`config.mk`:
```
export PLATFORM = sky130hd
export DESIGN_NAME = csc_top
export DESIGN_NICKNAME = d
export VERILOG_FILES = /design/src/csc_pkg.sv /design/src/csc_accum.sv /design/src/csc_scan.sv /design/src/csc_top.sv
export SDC_FILE = /design/constraint.sdc
export NUM_CORES = 1
export LEC_CHECK = 0
export BUFFER_PORTS_ARGS = -buffer_cell sky130_fd_sc_hd__buf_2
export CORE_MARGIN = 2
export CORE_UTILIZATION = 52
export DETAILED_ROUTE_END_ITERATION = 7
export MAX_ROUTING_LAYER = met4
export PLACE_DENSITY_LB_ADDON = 0.08
export RECOVER_POWER = 50
export SLEW_MARGIN = 20
export SYNTH_ARGS = -nofsm -noshare
export SYNTH_HDL_FRONTEND = slang
export SYNTH_SLANG_ARGS = --single-unit
```
`constraint.sdc`:
```
create_clock -name clk -period 4.23 [get_ports clk]
set_input_delay 0 -clock clk [delete_from_list [all_inputs] [get_ports clk]]
set_output_delay 0 -clock clk [all_outputs]
set_load 0.03 [all_outputs]
```
`src/csc_pkg.sv`:
```
/*
 * Constants, register map and field layout of the capacitive sense
 * conversion control block.
 * Assumes an 8-bit special-function-register space addressed by 8 bits.
 */
package csc_pkg;

   // ---------------------------------------------------------------
   // register offsets
   // ---------------------------------------------------------------
   localparam logic [7:0] CSC_ADDR_SCAN_FIRST = 8'h92;
   localparam logic [7:0] CSC_ADDR_SCAN_LAST = 8'h93;
   localparam logic [7:0] CSC_ADDR_THR_LOW = 8'h96;
   localparam logic [7:0] CSC_ADDR_THR_HIGH = 8'h97;
   localparam logic [7:0] CSC_ADDR_CONTROL = 8'h9A;
   localparam logic [7:0] CSC_ADDR_CHAN_SEL = 8'h9C;
   localparam logic [7:0] CSC_ADDR_CONFIG = 8'h9E;
   localparam logic [7:0] CSC_ADDR_RES_LOW = 8'hA9;
   localparam logic [7:0] CSC_ADDR_RES_HIGH = 8'hAA;

   // ---------------------------------------------------------------
   // field positions
   // ---------------------------------------------------------------
   localparam int CSC_CFG_MODE_LSB = 4;
   localparam int CSC_CFG_ACU_LSB = 0;
   localparam int CSC_CTL_ENABLE = 7;
   localparam int CSC_CTL_DONE = 5;
   localparam int CSC_CTL_BUSY = 4;
   localparam int CSC_CTL_CMPEN = 3;
   localparam int CSC_CTL_CMPF = 0;
   localparam int CSC_MUX_UNCONN = 7;

   // ---------------------------------------------------------------
   // reset values and widths
   // ---------------------------------------------------------------
   localparam logic [4:0] CSC_CHAN_RESET = 5'h00;
   localparam logic [15:0] CSC_WORD_RESET = 16'h0000;
   localparam logic [7:0] CSC_READ_ZERO = 8'h00;
   localparam logic [19:0] CSC_SUM_RESET = 20'h00000;
   localparam logic [4:0] CSC_COUNT_RESET = 5'h00;

   // ---------------------------------------------------------------
   // start-of-conversion modes
   // ---------------------------------------------------------------
   localparam logic [2:0] CSC_MODE_SOFT = 3'h0;
   localparam logic [2:0] CSC_MODE_TMR0 = 3'h1;
   localparam logic [2:0] CSC_MODE_TMR2 = 3'h2;
   localparam logic [2:0] CSC_MODE_TMR1 = 3'h3;
   localparam logic [2:0] CSC_MODE_TMR3 = 3'h4;
   localparam logic [2:0] CSC_MODE_RESV = 3'h5;
   localparam logic [2:0] CSC_MODE_CONT = 3'h6;
   localparam logic [2:0] CSC_MODE_SCAN = 3'h7;

   typedef enum logic [0:0] {CSC_ST_IDLE, CSC_ST_CONV} csc_state_t;

   // accumulation code to divide shift: 1, 4, 8, 16 samples
   function automatic logic [2:0] csc_acc_shift(input logic [1:0] acu);
      case (acu)
         2'h0: csc_acc_shift = 3'h0;
         2'h1: csc_acc_shift = 3'h2;
         2'h2: csc_acc_shift = 3'h3;
         default: csc_acc_shift = 3'h4;
      endcase
   endfunction

endpackage

```
`src/csc_accum.sv`:
```
/*
 * Sample accumulator: requests samples from the analog front end, sums
 * them in 20 bits and divides by the sample count.
 * Assumes the front end answers each request with one ack pulse later.
 */
`timescale 1ns/10ps
module csc_accum
   import csc_pkg::*;
(
   input wire logic clk,
   input wire logic rst_n,
   input wire logic start,
   input wire logic [1:0] acu,
   input wire logic sample_ack,
   input wire logic [15:0] sample_data,
   output logic sample_req,
   output logic done,
   output logic [15:0] quotient
);

   logic active;
   logic [4:0] count;
   logic [19:0] sum;
   logic next_active;
   logic [4:0] next_count;
   logic [19:0] next_sum;
   logic next_done;
   logic [15:0] next_quotient;
   logic [19:0] sum_add;
   logic [19:0] sum_div;
   logic [4:0] count_inc;
   logic last;

   assign sum_add = sum + {4'h0, sample_data};
   assign sum_div = sum_add >> csc_acc_shift(acu);
   assign count_inc = count + 5'h01;
   assign last = (count_inc == (5'h01 << csc_acc_shift(acu)));
   assign sample_req = start | (active & sample_ack & ~last);

   // ---------------------------------------------------------------
   // next state
   // ---------------------------------------------------------------
   always_comb begin
      next_active = active;
      next_count = count;
      next_sum = sum;
      next_done = 1'b0;
      next_quotient = quotient;
      if (start) begin
         next_active = 1'b1;
         next_count = CSC_COUNT_RESET;
         next_sum = CSC_SUM_RESET;
      end else if (active && sample_ack) begin
         if (last) begin
            next_active = 1'b0;
            next_done = 1'b1;
            next_quotient = sum_div[15:0];
         end else begin
            next_sum = sum_add;
            next_count = count_inc;
         end
      end
   end

   always_ff @(posedge clk or negedge rst_n) begin
      if (!rst_n) begin
         active <= 1'b0;
         count <= CSC_COUNT_RESET;
         sum <= CSC_SUM_RESET;
         done <= 1'b0;
         quotient <= CSC_WORD_RESET;
      end else begin
         active <= next_active;
         count <= next_count;
         sum <= next_sum;
         done <= next_done;
         quotient <= next_quotient;
      end
   end

endmodule

```
`src/csc_scan.sv`:
```
/*
 * Threshold compare and auto-scan channel step, purely combinational.
 * Assumes first and last channel values come from registers.
 */
`timescale 1ns/10ps
module csc_scan
   import csc_pkg::*;
(
   input wire logic [15:0] result,
   input wire logic [15:0] threshold,
   input wire logic [4:0] current,
   input wire logic [4:0] first,
   input wire logic [4:0] last,
   output logic above,
   output logic [4:0] next_channel
);

   assign above = (result > threshold);

   assign next_channel = (current == last) ? first : (current + 5'h01);

endmodule

```
`src/csc_top.sv`:
```
/*
 * Capacitive sense conversion control: register file on the special
 * function register bus, start-of-conversion selection, accumulation,
 * threshold compare and auto-scan of the channel multiplexer.
 * Assumes bus strobes, timer overflows and front-end acks are one-cycle
 * pulses synchronous to clk.
 */
//
// Summary of operation
// - mode 000 starts on busy write
// - modes 001-100 start on timer overflow
// - mode 110 restarts continuously after busy write
// - mode 111 auto-scans continuously after busy write
// - accumulation field picks 1/4/8/16 samples
// - last 16-bit result readable as two bytes
// - scan first register holds start channel
// - scan first write loads channel during scan
// - scan last register holds end channel
// - result compared against 16-bit threshold
// - channel select written by software or scan
// - scan register upper bits read zero
// - 20-bit sum divided to 16-bit result
// - scan advances at or below threshold, else stops
// - done flag set by hardware, software clears
// - threshold flag sticky until software clears
`timescale 1ns/10ps
module csc_top
   import csc_pkg::*;
(
   input wire logic clk,
   input wire logic rst_n,
   input wire logic [7:0] sfr_addr,
   input wire logic sfr_wr,
   input wire logic [7:0] sfr_wdata,
   output logic [7:0] sfr_rdata,
   input wire logic timer0_ovf,
   input wire logic timer1_ovf,
   input wire logic timer2_ovf,
   input wire logic timer3_ovf,
   output logic sample_req,
   input wire logic sample_ack,
   input wire logic [15:0] sample_data,
   output logic [4:0] channel_select,
   output logic pins_disconnect,
   output logic sense_enable,
   output logic conversion_busy_bit,
   output logic conversion_done_flag,
   output logic threshold_exceeded_flag
);

   // ---------------------------------------------------------------
   // register state
   // ---------------------------------------------------------------
   logic [2:0] start_mode_field;
   logic [1:0] accumulation_field;
   logic [4:0] scan_first_channel;
   logic [4:0] scan_last_channel;
   logic [7:0] threshold_low_byte;
   logic [7:0] threshold_high_byte;
   logic [7:0] result_low_byte;
   logic [7:0] result_high_byte;
   logic compare_enable;
   csc_state_t state;

   logic [2:0] next_start_mode_field;
   logic [1:0] next_accumulation_field;
   logic [4:0] next_scan_first_channel;
   logic [4:0] next_scan_last_channel;
   logic [7:0] next_threshold_low_byte;
   logic [7:0] next_threshold_high_byte;
   logic [7:0] next_result_low_byte;
   logic [7:0] next_result_high_byte;
   logic next_compare_enable;
   logic next_sense_enable;
   logic next_done_flag;
   logic next_cmp_flag;
   logic [4:0] next_channel_select;
   logic next_pins_disconnect;
   csc_state_t next_state;

   // ---------------------------------------------------------------
   // decode and datapath
   // ---------------------------------------------------------------
   logic wr_cfg;
   logic wr_ctl;
   logic wr_mux;
   logic wr_first;
   logic busy_write;
   logic scan_mode;
   logic cont_mode;
   logic timer_hit;
   logic trigger;
   logic acc_start;
   logic acc_done;
   logic [15:0] acc_q;
   logic above;
   logic [4:0] step_channel;
   logic restart;

   assign wr_cfg = sfr_wr & (sfr_addr == CSC_ADDR_CONFIG);
   assign wr_ctl = sfr_wr & (sfr_addr == CSC_ADDR_CONTROL);
   assign wr_mux = sfr_wr & (sfr_addr == CSC_ADDR_CHAN_SEL);
   assign wr_first = sfr_wr & (sfr_addr == CSC_ADDR_SCAN_FIRST);
   assign busy_write = wr_ctl & sfr_wdata[CSC_CTL_BUSY];
   assign scan_mode = (start_mode_field == CSC_MODE_SCAN);
   assign cont_mode = (start_mode_field == CSC_MODE_CONT) | scan_mode;

   always_comb begin
      case (start_mode_field)
         CSC_MODE_TMR0: timer_hit = timer0_ovf;
         CSC_MODE_TMR2: timer_hit = timer2_ovf;
         CSC_MODE_TMR1: timer_hit = timer1_ovf;
         CSC_MODE_TMR3: timer_hit = timer3_ovf;
         default: timer_hit = 1'b0;
      endcase
   end

   assign trigger = timer_hit | (busy_write & ((start_mode_field == CSC_MODE_SOFT) | cont_mode));

   assign restart = acc_done & cont_mode & sense_enable & ~(scan_mode & above);

   assign acc_start = sense_enable & ((state == CSC_ST_IDLE) ? trigger : restart);

   assign conversion_busy_bit = (state == CSC_ST_CONV);

   csc_accum u_accum (
      .clk(clk),
      .rst_n(rst_n),
      .start(acc_start),
      .acu(accumulation_field),
      .sample_ack(sample_ack),
      .sample_data(sample_data),
      .sample_req(sample_req),
      .done(acc_done),
      .quotient(acc_q)
   );

   csc_scan u_scan (
      .result(acc_q),
      .threshold({threshold_high_byte, threshold_low_byte}),
      .current(channel_select),
      .first(scan_first_channel),
      .last(scan_last_channel),
      .above(above),
      .next_channel(step_channel)
   );

   // ---------------------------------------------------------------
   // next values
   // ---------------------------------------------------------------
   always_comb begin
      next_start_mode_field = start_mode_field;
      next_accumulation_field = accumulation_field;
      next_scan_first_channel = scan_first_channel;
      next_scan_last_channel = scan_last_channel;
      next_threshold_low_byte = threshold_low_byte;
      next_threshold_high_byte = threshold_high_byte;
      next_result_low_byte = result_low_byte;
      next_result_high_byte = result_high_byte;
      next_compare_enable = compare_enable;
      next_sense_enable = sense_enable;
      next_done_flag = conversion_done_flag;
      next_cmp_flag = threshold_exceeded_flag;
      next_channel_select = channel_select;
      next_pins_disconnect = pins_disconnect;
      next_state = state;

      if (wr_cfg) begin
         next_start_mode_field = sfr_wdata[CSC_CFG_MODE_LSB +: 3];
         next_accumulation_field = sfr_wdata[CSC_CFG_ACU_LSB +: 2];
      end
      // scan start channel, low five bits only
      if (wr_first) begin
         next_scan_first_channel = sfr_wdata[4:0];
      end
      if (sfr_wr && sfr_addr == CSC_ADDR_SCAN_LAST) begin
         next_scan_last_channel = sfr_wdata[4:0];
      end
      if (sfr_wr && sfr_addr == CSC_ADDR_THR_LOW) begin
         next_threshold_low_byte = sfr_wdata;
      end
      if (sfr_wr && sfr_addr == CSC_ADDR_THR_HIGH) begin
         next_threshold_high_byte = sfr_wdata;
      end
      if (wr_ctl) begin
         next_sense_enable = sfr_wdata[CSC_CTL_ENABLE];
         next_compare_enable = sfr_wdata[CSC_CTL_CMPEN];
         next_done_flag = sfr_wdata[CSC_CTL_DONE];
         next_cmp_flag = threshold_exceeded_flag & sfr_wdata[CSC_CTL_CMPF];
      end
      if (wr_mux) begin
         next_pins_disconnect = sfr_wdata[CSC_MUX_UNCONN];
      end

      // software write wins over scan step
      if (wr_mux) begin
         next_channel_select = sfr_wdata[4:0];
      end else if (wr_first && scan_mode) begin
         next_channel_select = sfr_wdata[4:0];
      end else if (acc_done && scan_mode && !above) begin
         next_channel_select = step_channel;
      end

      if (acc_done) begin
         next_result_high_byte = acc_q[15:8];
         next_result_low_byte = acc_q[7:0];
         next_done_flag = 1'b1;
         if (compare_enable && above) begin
            next_cmp_flag = 1'b1;
         end
      end

      case (state)
         CSC_ST_IDLE: begin
            if (acc_start) begin
               next_state = CSC_ST_CONV;
            end
         end
         CSC_ST_CONV: begin
            if (acc_done && !restart) begin
               next_state = CSC_ST_IDLE;
            end
         end
         default: next_state = CSC_ST_IDLE;
      endcase
   end

   always_ff @(posedge clk or negedge rst_n) begin
      if (!rst_n) begin
         start_mode_field <= CSC_MODE_SOFT;
         accumulation_field <= 2'h0;
         scan_first_channel <= CSC_CHAN_RESET;
         scan_last_channel <= CSC_CHAN_RESET;
         threshold_low_byte <= CSC_READ_ZERO;
         threshold_high_byte <= CSC_READ_ZERO;
         result_low_byte <= CSC_READ_ZERO;
         result_high_byte <= CSC_READ_ZERO;
         compare_enable <= 1'b0;
         sense_enable <= 1'b0;
         conversion_done_flag <= 1'b0;
         threshold_exceeded_flag <= 1'b0;
         channel_select <= CSC_CHAN_RESET;
         pins_disconnect <= 1'b0;
         state <= CSC_ST_IDLE;
      end else begin
         start_mode_field <= next_start_mode_field;
         accumulation_field <= next_accumulation_field;
         scan_first_channel <= next_scan_first_channel;
         scan_last_channel <= next_scan_last_channel;
         threshold_low_byte <= next_threshold_low_byte;
         threshold_high_byte <= next_threshold_high_byte;
         result_low_byte <= next_result_low_byte;
         result_high_byte <= next_result_high_byte;
         compare_enable <= next_compare_enable;
         sense_enable <= next_sense_enable;
         conversion_done_flag <= next_done_flag;
         threshold_exceeded_flag <= next_cmp_flag;
         channel_select <= next_channel_select;
         pins_disconnect <= next_pins_disconnect;
         state <= next_state;
      end
   end

   // ---------------------------------------------------------------
   // read mux
   // ---------------------------------------------------------------
   always_comb begin
      sfr_rdata = CSC_READ_ZERO;
      case (sfr_addr)
         CSC_ADDR_CONFIG: begin
            sfr_rdata[CSC_CFG_MODE_LSB +: 3] = start_mode_field;
            sfr_rdata[CSC_CFG_ACU_LSB +: 2] = accumulation_field;
         end
         CSC_ADDR_CONTROL: begin
            sfr_rdata[CSC_CTL_ENABLE] = sense_enable;
            sfr_rdata[CSC_CTL_DONE] = conversion_done_flag;
            sfr_rdata[CSC_CTL_BUSY] = conversion_busy_bit;
            sfr_rdata[CSC_CTL_CMPEN] = compare_enable;
            sfr_rdata[CSC_CTL_CMPF] = threshold_exceeded_flag;
         end
         CSC_ADDR_CHAN_SEL: begin
            sfr_rdata[CSC_MUX_UNCONN] = pins_disconnect;
            sfr_rdata[4:0] = channel_select;
         end
         CSC_ADDR_SCAN_FIRST: sfr_rdata[4:0] = scan_first_channel;
         CSC_ADDR_SCAN_LAST: sfr_rdata[4:0] = scan_last_channel;
         CSC_ADDR_THR_LOW: sfr_rdata = threshold_low_byte;
         CSC_ADDR_THR_HIGH: sfr_rdata = threshold_high_byte;
         CSC_ADDR_RES_LOW: sfr_rdata = result_low_byte;
         CSC_ADDR_RES_HIGH: sfr_rdata = result_high_byte;
         default: sfr_rdata = CSC_READ_ZERO;
      endcase
   end

   // ---------------------------------------------------------------
   // checks
   // ---------------------------------------------------------------
   a_soft_start: assert property (@(posedge clk) disable iff (!rst_n)
      (busy_write && start_mode_field == CSC_MODE_SOFT && sense_enable && state == CSC_ST_IDLE)
      |=> conversion_busy_bit)
      else $error("software start did not raise busy");

   a_timer_start: assert property (@(posedge clk) disable iff (!rst_n)
      (start_mode_field == CSC_MODE_TMR0 && timer0_ovf && sense_enable && state == CSC_ST_IDLE)
      |-> sample_req ##1 conversion_busy_bit)
      else $error("timer 0 overflow did not start");

   a_cont_restart: assert property (@(posedge clk) disable iff (!rst_n)
      (acc_done && start_mode_field == CSC_MODE_CONT && sense_enable) |-> sample_req ##1 conversion_busy_bit)
      else $error("continuous mode did not restart");

   a_scan_step: assert property (@(posedge clk) disable iff (!rst_n)
      (acc_done && scan_mode && !above && !wr_mux && !wr_first)
      |=> channel_select == (($past(channel_select) == $past(scan_last_channel)) ? $past(scan_first_channel)
                             : $past(channel_select) + 5'h01))
      else $error("auto-scan channel step wrong");

   a_first_mirror: assert property (@(posedge clk) disable iff (!rst_n)
      (wr_first && scan_mode && !wr_mux) |=> channel_select == $past(sfr_wdata[4:0]))
      else $error("scan start write not mirrored");

   a_result_load: assert property (@(posedge clk) disable iff (!rst_n)
      acc_done |=> {result_high_byte, result_low_byte} == $past(acc_q))
      else $error("result bytes not loaded");

   a_done_sticky: assert property (@(posedge clk) disable iff (!rst_n)
      (conversion_done_flag && !wr_ctl) |=> conversion_done_flag)
      else $error("done flag cleared without software");

   a_cmp_set: assert property (@(posedge clk) disable iff (!rst_n)
      (acc_done && compare_enable && acc_q > {threshold_high_byte, threshold_low_byte}) |=> threshold_exceeded_flag)
      else $error("threshold flag not set");

   a_reserved_idle: assert property (@(posedge clk) disable iff (!rst_n)
      (start_mode_field == CSC_MODE_RESV && state == CSC_ST_IDLE) |-> !sample_req)
      else $error("reserved mode started a conversion");

   a_ignore_busy: assert property (@(posedge clk) disable iff (!rst_n)
      (conversion_busy_bit && !acc_done && !sample_ack) |-> !sample_req)
      else $error("trigger accepted during conversion");

endmodule
```
==> results.yml, run 1 <==
synthesis:
  netlist_area_um2: 6850
  synth-warning-count: 0
  sequential_area_share_after_synthesis_pct: 36.9
  synth_mux_area_share_pct: 13.7
  number_of_enable_flip_flop_cells_after_synthesis: 0
  post_synthesis_compound_gate_area_fraction_pct: 18.1
  syn-instance-count: 726
  synth.most_common_cell: "dfrtp_1"
  distinct_cell_type_count_after_synthesis: 71
  synth_simple_gate_area_share_pct: 15.5
  postSynthRegisterBits: 101
  async_reset_ff_share_pct: 100
  post_synth_xor_area_fraction_pct: 4.99
  ys.flop_type: "dfrtp_1"
  synth.area.top_cells: "dfrtp_1 (37%), ha_1 (6.9%), mux2_2 (6.4%), mux2i_1 (5.0%), nand2_1 (3.8%)"
  synth_adder_area_share_pct: 7.23
  synth_top_cells_by_count: "dfrtp_1 (101), nand2_1 (70), nor2_1 (66)"
  synthesis.area_per_instance_um2: 9.43
  synth_top_area_share_pct: 36.9
  main_combinational_cell_family_by_area_after_synthesis: "compound AO/OA/AOI/OAI gates"
  synthesized_nets: 805
  cell_accounting_for_the_most_synthesized_area: "dfrtp_1"
flow_run:
  maxCapViolCount: 1
timing:
  timing.setup.tns_ns: 0
  worst_pin_slew_ns: 3.31
  maxSlewHeadroom_pct: -120
  period_share_pct: 81.2
  setup_viol: 0
  setup_repair_after_global_routing_missed_its_margin: "no"
  timing_hold_violations_final: 0
  final.setup_skew_ns: 0.00698
  drv_slew: 57
  finalWorstSetupSlack_ns: 0.797
  final_period_minus_worst_setup_slack_ns: 3.43
  fmax_mhz: 291
floorplan:
  io_pins: 59
  dieWidth_um: 119
  die_area_um2: 14100
  rows: 41
  initial_utilization_pct: 53.8
  core_area_um2: 12700
  die_h_um: 119
power_and_ir_drop:
  comb_power_share_pct: 15.9
  vdd.ir_drop.worst_v: 0.000166
  p_leak_uw: 0.00362
  sequential_power_share_pct: 47.0
  switching_share_pct: 28.6
  sw_pwr_uw: 619
  power-per-cell-area_nw_per_um2: 283
  power.share.clock_pct: 37.1
  cell_internal_pwr_uw: 1540
clock_tree:
  clk_transition_reported_paths_ns: 0.07
  tritoncts_num_sinks: 101
  tritoncts.num_buffers: 9
  clock-root-buffer: "clkbuf_16"
  clockBufferDepth: 2
  clock_tree_from_tritoncts: "built"
  postCtsResizedCells: 0
  cts.htree.levels: 3
  worst_skew_pair.late_latency_ns: 0.36
  post-cts-setup-buffers: 0
worst_hold_path:
  hold_path_depth: 3
  timing.hold.worst_endpoint: "pins_disconnect"
  hold_crit_start: "sfr_wr"
  hp-class: "in -> reg"
finish:
  nets: 861
  antennaDiodeCount: 0
  area_of_the_multi_input_gates_um2: 4080
  post_route_cells_drive_above_1_share_pct: 16.9
  area_growth_pct: 11.7
  finalCoreUtilization_pct: 60.1
  filler_cell_count: 1181
  area.sequential_um2: 2530
outcome:
  failed_checks: "capacitance limit, slew limit"
  outcome: "finished, violations left"
detailed_routing:
  drt-wirelength-per-cell_um: 19.8
  remaining_drc_errors: 0
  viasPerCell: 6.14
  drtIter0Drc: 443
  dr_total_vias: 5892
  dr.pass1.iters: 7
  final_antenna_net_count: 0
  wirelength_mm: 19.0
critical_path:
  start_kind: "register"
  r2r_end: "u_accum.quotient[7]"
  critical_path_required_ns: 4.47
  type_of_the_worst_setup_path: "reg -> reg"
  reg2reg_from: "u_accum.done"
  worstSetupEndpointType: "register"
  ff2ff_path_depth: 9
  r2r_setup_slack_ns: 0.80
  timing.critical_path.arrival_ns: 3.67
  crit_path_max_fanout: 21
global_route:
  grt_start_max_net_pins: 57
  grt_overflow_total: 0
  grt_pass1_wl_mm: 31.1
  first_global_vias: 5930
  grt_antenna_before_repair: 0
  global_route.usage.total_pct: 28.9
placed_design:
  place.gp.congestion: 0.953
  place.port_buffers: 58
  place.detailed.hpwl_mm: 14.1
  dpl_worst_slack_ns: 0.855
[metrics by stage]
| stage | power, uW | instance area [um^2] | std cells | hold WS [ns] |
|---|---|---|---|---|
| after floorplan | 1250 | 6850 | 726 | -0.296 |
| after global placement | 1360 | 7320 | 934 | 0.120 |
| after detailed placement | 1370 | 7320 | 934 | 0.120 |
| final | 2160 | 7650 | 959 | 0.0160 |
| after CTS | 2170 | 7690 | 959 | 0.00567 |
| after global routing | 2260 | 7650 | 959 | 0.00777 |
[how the worst max path moves through the flow]
| stage | to | from | slack (ns) | cells past startpoint |
|---|---|---|---|---|
| after CTS | u_accum.quotient[13] | accumulation_field[1] | 0.84 | 11 |
| after global routing | accumulation_field[1] | rst_n | 0.34 | 3 |
| after floorplan | u_accum.quotient[7] | u_accum.sum[0] | 1.22 | 10 |
| after global placement | u_accum.quotient[13] | accumulation_field[1] | 0.89 | 11 |
| after detailed placement | u_accum.quotient[13] | accumulation_field[1] | 0.85 | 11 |
| final | u_accum.quotient[7] | u_accum.done | 0.80 | 9 |
[worst max-delay path, stage by stage, from the launching register on]
cell and delay, ns:
dfrtp_1 0.32, clkbuf_1 0.96, nand4_1 0.23, nand2_1 0.13, o211ai_1 0.18, a41oi_2 0.23
nand2b_1 0.49, inv_2 0.27, and3_1 0.24, a221o_1 0.26
[layout by cell type (no fill, tap or decap), types with 5 or more instances in the layout]
| cell | instances |
|---|---|
| buf_2 | 47 |
| a21o_1 | 9 |
| ha_1 | 38 |
| mux2i_1 | 34 |
| a211o_1 | 6 |
| nand2_1 | 70 |
| dlygate4sd3_1 | 9 |
| or3_1 | 5 |
| a31oi_1 | 5 |
| nor2b_1 | 5 |
| dfrtp_1 | 101 |
| nand3_1 | 17 |
| xor2_1 | 19 |
| o211ai_1 | 8 |
| nand4_1 | 12 |
| nor3_1 | 11 |
| a21oi_1 | 48 |
| nor2_1 | 65 |
| a211oi_1 | 9 |
| xnor2_1 | 20 |
| a222oi_1 | 9 |
| clkbuf_16 | 9 |
| mux2_2 | 38 |
| clkbuf_1 | 16 |
| inv_1 | 27 |
| o21ai_0 | 38 |
| buf_4 | 7 |
| mux4_2 | 7 |
| nand2b_1 | 9 |
| and2_1 | 6 |
[registers in the layout, summed over array words and instances (netlist names), 2 cells and up]
register	cells
scan_last_channel	5
accumulation_field	2
scan_first_channel	5
threshold_high_byte	8
threshold_low_byte	8
u_accum.quotient	16
start_mode_field	3
result_low_byte	8
u_accum.count	5
u_accum.sum	20
channel_select	5
result_high_byte	8
[cell families (layout without fill, tap and decap cells)]
logic type / after synthesis / count (layout)
compound gates: 179 / 179
xor+xnor: 39 / 39
fa+ha+maj: 39 / 39
buf+inv: 63 / 124
flops: 101 / 101
mux: 80 / 80
simple gates: 225 / 225
[routing by layer]
layer  GRT usage (%)  vias to the layer above  part of all wire, %  routed length (um)
met5               -                        -                    0                   0
met4            11.8                        0                  3.5                 670
met3            5.84                       48                  5.4                1030
met2            46.7                      235                   49                9240
met1            35.4                     2841                   42                8030
li1                -                     2768                    -                   -
[repair_timing]
action,in CTS,in global routing
hold buffers,9,0
endpoints found under the hold margin,78,0
endpoints found under the setup margin,0,0
[power by group through the flow]
stage / combinational, uW / clock (uW) / sequential, uW
final: 343 / 802 / 1020
after global routing: 379 / 865 / 1020
after CTS: 344 / 814 / 1010
after detailed placement: 335 / 0 / 1030
after global placement: 332 / 0 / 1030
after floorplan: 220 / 0 / 1030
[cell type report]
| cell class | count | area share (%) |
|---|---|---|
| Tap cell | 172 | 2.81 |
| Clock buffer | 11 | 3.17 |
| Clock inverter | 5 | 0.458 |
| Multi-Input combinational cell | 562 | 53.4 |
| Sequential cell | 101 | 33.0 |
| Timing Repair Buffer | 78 | 5.68 |
| Inverter | 30 | 1.47 |
No activity file was read; power rests on OpenSTA's default activity.
==> run 2, diff against run 1 <==
==> constraint.sdc (replaced) <==
create_clock -name clk -period 2.8 [get_ports clk]
set_input_delay 0 -clock clk [delete_from_list [all_inputs] [get_ports clk]]
set_output_delay 0 -clock clk [all_outputs]
set_load 0.03 [all_outputs]
==> run 2 against run 1 <==
Net effect: the flow finishes with violations (capacitance limit, slew limit, setup timing); via count is 8.0% higher; worst setup slack worse by 1.0 ns; routed wire length increased by 5.0%; first-iteration DRC count rose by 2.3%; global-route usage up 0.56 points; critical path depth is 1 higher; clock skew increased by 0.0031 ns; non-clock buffer count is 102 higher.
==> results.yml, run 2 (synthesis results as in run 1) <==
critical_path:
  timing.critical_path.max_delay_family: "compound AO/OA/AOI/OAI gates"
  ff2ff_path_depth: 10
  worst_setup_path_endpoint: "u_accum.quotient[7]"
  critical-path-slowest-cell: "mux4_2"
  critical_path_required_ns: 3.04
  r2r_end: "u_accum.quotient[7]"
  crit_buf_inv: 0
  worstSetupPathDepth: 10
  reg2reg_from: "u_accum.sum[0]"
  timing.critical_path.arrival_ns: 3.29
  start_kind: "register"
  cpPeakStageDelay_ns: 0.50
  worstSetupEndpointType: "register"
  type_of_the_worst_setup_path: "reg -> reg"
  crit_path_max_fanout: 4
  r2r_setup_slack_ns: -0.25
  critical_path.cell_chain: "ha_2 -> fa_2 -> a21o_1 -> a221oi_4 -> o21bai_2 -> a211oi_4 -> xnor2_2 -> mux4_2 -> and3_4 -> a221o_1"
  critical_path.startpoint: "u_accum.sum[0]"
finish:
  largest_registers: "u_accum.sum (20), u_accum.quotient (16)"
  final_cell_mix: "buf_4 (103), dfrtp_1 (101), nand2_1 (70), nor2_1 (65), buf_2 (49)"
  finalCoreUtilization_pct: 69.7
  top_register: "u_accum.sum"
  nets: 963
  area_growth_pct: 29.5
  filler_cell_count: 1052
  antennaDiodeCount: 0
  post_route_cells_drive_above_1_share_pct: 33.3
  most_common_library_cell_in_the_layout_ignoring_fill_and_taps: "buf_4"
  finish.cell_count_without_fillers: 1061
  largest_reg_flops: 20
global_route:
  first_global_vias: 6300
  global_route.usage.total_pct: 29.4
  grt_antenna_before_repair: 0
  grt_overflow_total: 0
  grt_pass1_wl_mm: 31.7
  grt_start_max_net_pins: 88
detailed_routing:
  viasPerCell: 6.00
  drt-wirelength-per-cell_um: 18.8
  wirelength_mm: 19.9
  final_antenna_net_count: 0
  remaining_drc_errors: 0
  drtIter0Drc: 453
  dr.pass1.iters: 5
  dr_total_vias: 6363
floorplan:
  dieWidth_um: 119
  core_area_um2: 12700
  rows: 41
  initial_utilization_pct: 53.8
  die_h_um: 119
  io_pins: 59
  die_area_um2: 14100
clock_tree:
  clock_tree_from_tritoncts: "built"
  clock-root-buffer: "clkbuf_16"
  clockBufferDepth: 2
  cts.htree.levels: 3
  tritoncts.num_buffers: 9
  clk_transition_reported_paths_ns: 0.07
  worst_skew_pair.late_latency_ns: 0.36
  tritoncts_num_sinks: 101
placed_design:
  place.port_buffers: 58
  placed_instances: 1011
  dpl_worst_slack_ns: -0.251
  place.gp.congestion: 0.956
  place.detailed.hpwl_mm: 14.6
outcome:
  failed_checks: "capacitance limit, slew limit, setup timing"
  outcome: "finished, violations left"
timing:
  worst_pin_slew_ns: 2.16
  timing_hold_violations_final: 0
  setup_repair_after_global_routing_missed_its_margin: "yes"
  fmax_mhz: 328
  timing.setup.tns_ns: -1.20
  maxSlewHeadroom_pct: -43.9
  drv_slew: 88
  period_share_pct: 109
  final.setup_skew_ns: 0.0100
  final_period_minus_worst_setup_slack_ns: 3.05
  setup_viol: 12
  finalWorstSetupSlack_ns: -0.248
power_and_ir_drop:
  power-per-cell-area_nw_per_um2: 395
  p_leak_uw: 0.00417
  finalPower_uw: 3510
  vdd.ir_drop.worst_v: 0.000322
flow_run:
  maxCapViolCount: 1
worst_hold_path:
  hp-class: "in -> reg"
-- run 2: how the worst min path moves through the flow --
stage          depth (start not counted)                    end  slack (ns)          from
6_report                               3        pins_disconnect        0.03        sfr_wr
5_1_grt                                3        pins_disconnect        0.03        sfr_wr
4_1_cts                                3        pins_disconnect        0.02        sfr_wr
3_5_place_dp                           3  threshold_low_byte[6]        0.26  sfr_wdata[6]
3_3_place_gp                           3  threshold_low_byte[6]        0.25  sfr_wdata[6]
2_1_floorplan                          0  accumulation_field[0]       -0.30         rst_n
-- run 2: worst register-to-register path, cell delays in order, from the launching register on --
cell	delay (ns)
dfrtp_1	0.39
ha_2	0.19
fa_2	0.33
a21o_1	0.23
a221oi_4	0.34
o21bai_2	0.13
a211oi_4	0.28
xnor2_2	0.10
mux4_2	0.50
and3_4	0.20
a221o_1	0.25
-- run 2: power by group --
part | internal [uW] | total, uW | leakage, uW | switching [uW]
sequential | 1490 | 1530 | 0.00128 | 35.0
combinational | 293 | 663 | 0.00275 | 370
clock | 729 | 1310 | 0.000148 | 585
-- run 2: stage by stage --
step | hold WS, ns | instance area (um^2)
after global placement | 0.252 | 7920
after detailed placement | 0.259 | 7920
after CTS | 0.0185 | 8620
after floorplan | -0.296 | 6850
final | 0.0276 | 8870
after global routing | 0.0267 | 8870
-- run 2: routing by layer --
metal  GRT usage, %  vias up  part of all wire [%]
met1           34.5     3055                    40
li1               -     2979                     -
met4           13.4        0                   4.1
met5              -        -                     0
met3           5.31       68                   5.9
met2           49.2      261                    50
-- run 2: repair_timing --
item / in CTS / in global routing
gates cloned: 0 / 1
hold buffers: 9 / 0
endpoints found under the setup margin: 20 / 22
setup buffers: 16 / 11
hold endpoints to repair: 111 / 0
pin swaps: 17 / 16
resized for setup: 38 / 39
-- run 2: cell type report --
class / instances / area (um^2) / area share [%]
Timing Repair Buffer: 180 / 1280 / 14.4
Sequential cell: 101 / 2530 / 28.5
Clock inverter: 5 / 66.3 / 0.747
Inverter: 30 / 113 / 1.27
Tap cell: 172 / 215 / 2.43
Clock buffer: 11 / 243 / 2.74
Multi-Input combinational cell: 562 / 4430 / 49.9
==> run 3, diff against run 2 <==
--- a/config.mk
+++ b/config.mk
@@ -8,6 +8,7 @@
 export BUFFER_PORTS_ARGS = -buffer_cell sky130_fd_sc_hd__buf_2
 export CORE_MARGIN = 2
 export CORE_UTILIZATION = 52
+export CTS_BUF_LIST = sky130_fd_sc_hd__clkbuf_8 sky130_fd_sc_hd__clkbuf_16
 export DETAILED_ROUTE_END_ITERATION = 7
 export MAX_ROUTING_LAYER = met4
 export PLACE_DENSITY_LB_ADDON = 0.08
==> run 3 against run 2 <==
Net effect: the flow still finishes with violations (capacitance limit, slew limit, setup timing); non-clock buffer count unchanged; maximum frequency about the same; worst setup slack about the same; via count about the same; routed wire length about the same; critical path depth unchanged; worst hold slack about the same; critical path type unchanged; highest routed layer unchanged.
==> results.yml, run 3 (synthesis results as in run 1) <==
placed_design:
  dpl_worst_slack_ns: -0.251
  place.port_buffers: 58
  placed_instances: 1011
  place.gp.congestion: 0.956
  place.detailed.hpwl_mm: 14.6
clock_tree:
  clockBufferDepth: 2
  clock-root-buffer: "clkbuf_16"
  tritoncts.num_buffers: 9
  tritoncts_num_sinks: 101
  clk_transition_reported_paths_ns: 0.07
  clock_tree_from_tritoncts: "built"
  worst_skew_pair.late_latency_ns: 0.36
  cts.htree.levels: 3
power_and_ir_drop:
  power.share.clock_pct: 37.4
  power-per-cell-area_nw_per_um2: 395
  switching_share_pct: 28.3
  sw_pwr_uw: 991
  vdd.ir_drop.worst_v: 0.000322
  cell_internal_pwr_uw: 2510
  comb_power_share_pct: 18.9
  p_leak_uw: 0.00418
  sequential_power_share_pct: 43.6
outcome:
  failed_checks: "capacitance limit, slew limit, setup timing"
  outcome: "finished, violations left"
timing:
  drv_slew: 88
  timing_hold_violations_final: 0
  timing.setup.tns_ns: -1.18
  final.setup_skew_ns: 0.0100
  finalWorstSetupSlack_ns: -0.248
  hold-worst-slack_ns: 0.0275
  worst_pin_slew_ns: 2.16
  maxSlewHeadroom_pct: -44.0
  period_share_pct: 109
  setup_repair_after_global_routing_missed_its_margin: "yes"
  setup_viol: 12
  final_period_minus_worst_setup_slack_ns: 3.05
  fmax_mhz: 328
finish:
  largest_reg_flops: 20
  finish.cell_count_without_fillers: 1061
  largest_registers: "u_accum.sum (20), u_accum.quotient (16)"
  final_cell_mix: "buf_4 (103), dfrtp_1 (101), nand2_1 (70), nor2_1 (65), buf_2 (49)"
  nets: 963
  post_route_cells_drive_above_1_share_pct: 33.3
  area_growth_pct: 29.5
  antennaDiodeCount: 0
  most_common_library_cell_in_the_layout_ignoring_fill_and_taps: "buf_4"
  top_register: "u_accum.sum"
critical_path:
  critical_path.startpoint: "u_accum.sum[0]"
  worstSetupEndpointType: "register"
  start_kind: "register"
  timing.critical_path.arrival_ns: 3.29
  reg2reg_from: "u_accum.sum[0]"
  type_of_the_worst_setup_path: "reg -> reg"
  crit_path_max_fanout: 4
  critical_path_required_ns: 3.04
global_route:
  grt_antenna_before_repair: 0
  global_route.usage.total_pct: 29.4
  first_global_vias: 6300
  grt_overflow_total: 0
  grt_pass1_wl_mm: 31.7
  grt_start_max_net_pins: 88
detailed_routing:
  drt-wirelength-per-cell_um: 18.8
  final_antenna_net_count: 0
  wirelength_mm: 19.9
  dr.pass1.iters: 5
  dr_total_vias: 6358
  viasPerCell: 5.99
  drtIter0Drc: 452
  remaining_drc_errors: 0
floorplan:
  io_pins: 59
  initial_utilization_pct: 53.8
  die_area_um2: 14100
  core_area_um2: 12700
  rows: 41
  dieWidth_um: 119
  die_h_um: 119
worst_hold_path:
  hp-class: "in -> reg"
  hold_crit_start: "sfr_wr"
flow_run:
  maxCapViolCount: 1
run 3: cell types whose count changed in the layout (fill, tap and decap cells not counted), sizes merged:
| cell | delta |
|---|---|
| inv | +1 |
| clkbuf | -1 |
run 3: power groups by stage:
stage	combinational, uW	clock (uW)	sequential [uW]
6_report	663	1310	1530
5_1_grt	719	1400	1530
4_1_cts	622	1340	1530
3_5_place_dp	565	0	1560
3_3_place_gp	557	0	1550
2_1_floorplan	332	0	1560
run 3: worst max-delay path, cell delays in order, from the launching register on:
cell	delay, ns
dfrtp_1	0.39
ha_2	0.19
fa_2	0.33
a21o_1	0.23
a221oi_4	0.34
o21bai_2	0.13
a211oi_4	0.28
xnor2_2	0.10
mux4_2	0.50
and3_4	0.20
a221o_1	0.25
run 3: metrics by stage:
step | util [%] | area [um^2] | total power, uW
3_3_place_gp | 62.2 | 7920 | 2110
6_report | 69.7 | 8870 | 3500
2_1_floorplan | - | 6850 | 1890
3_5_place_dp | 62.2 | 7920 | 2120
4_1_cts | 67.8 | 8620 | 3490
5_1_grt | 69.7 | 8870 | 3650
run 3: repair_timing:
action,CTS,global route
endpoints found under the hold margin,111,0
cloned,0,1
endpoints found under the setup margin,20,22
buffers inserted,16,11
hold buffers,9,0
pin swaps,17,16
gates resized for setup,38,39
run 3: cell type report:
class	count	area [um^2]
Sequential cell	101	2530
Fill cell	1052	3850
Multi-Input combinational cell	562	4430
Inverter	30	113
Timing Repair Buffer	180	1280
Clock inverter	6	70.1
Tap cell	172	215
Clock buffer	10	239
run 3: worst paths after layout:
kind | depth (start not counted) | slack, ns | endpoint
setup / recovery | 10 | -0.25 | u_accum.quotient[7]
hold / removal | 3 | 0.03 | pins_disconnect
setup reg to reg | 10 | -0.25 | u_accum.quotient[7]
hold reg to reg | 1 | 0.51 | u_accum.quotient[1]
max in group asynchronous | 2 | 0.71 | u_accum.sum[16]
min in group asynchronous | 2 | 0.79 | start_mode_field[1]
run 3: layer usage:
metal | vias to the layer above | global-route usage, % | share of wire, %
met5 | - | - | 0
met3 | 68 | 5.31 | 5.8
met4 | 0 | 13.4 | 4.1
li1 | 2979 | - | -
met1 | 3054 | 34.5 | 40
met2 | 257 | 49.2 | 50
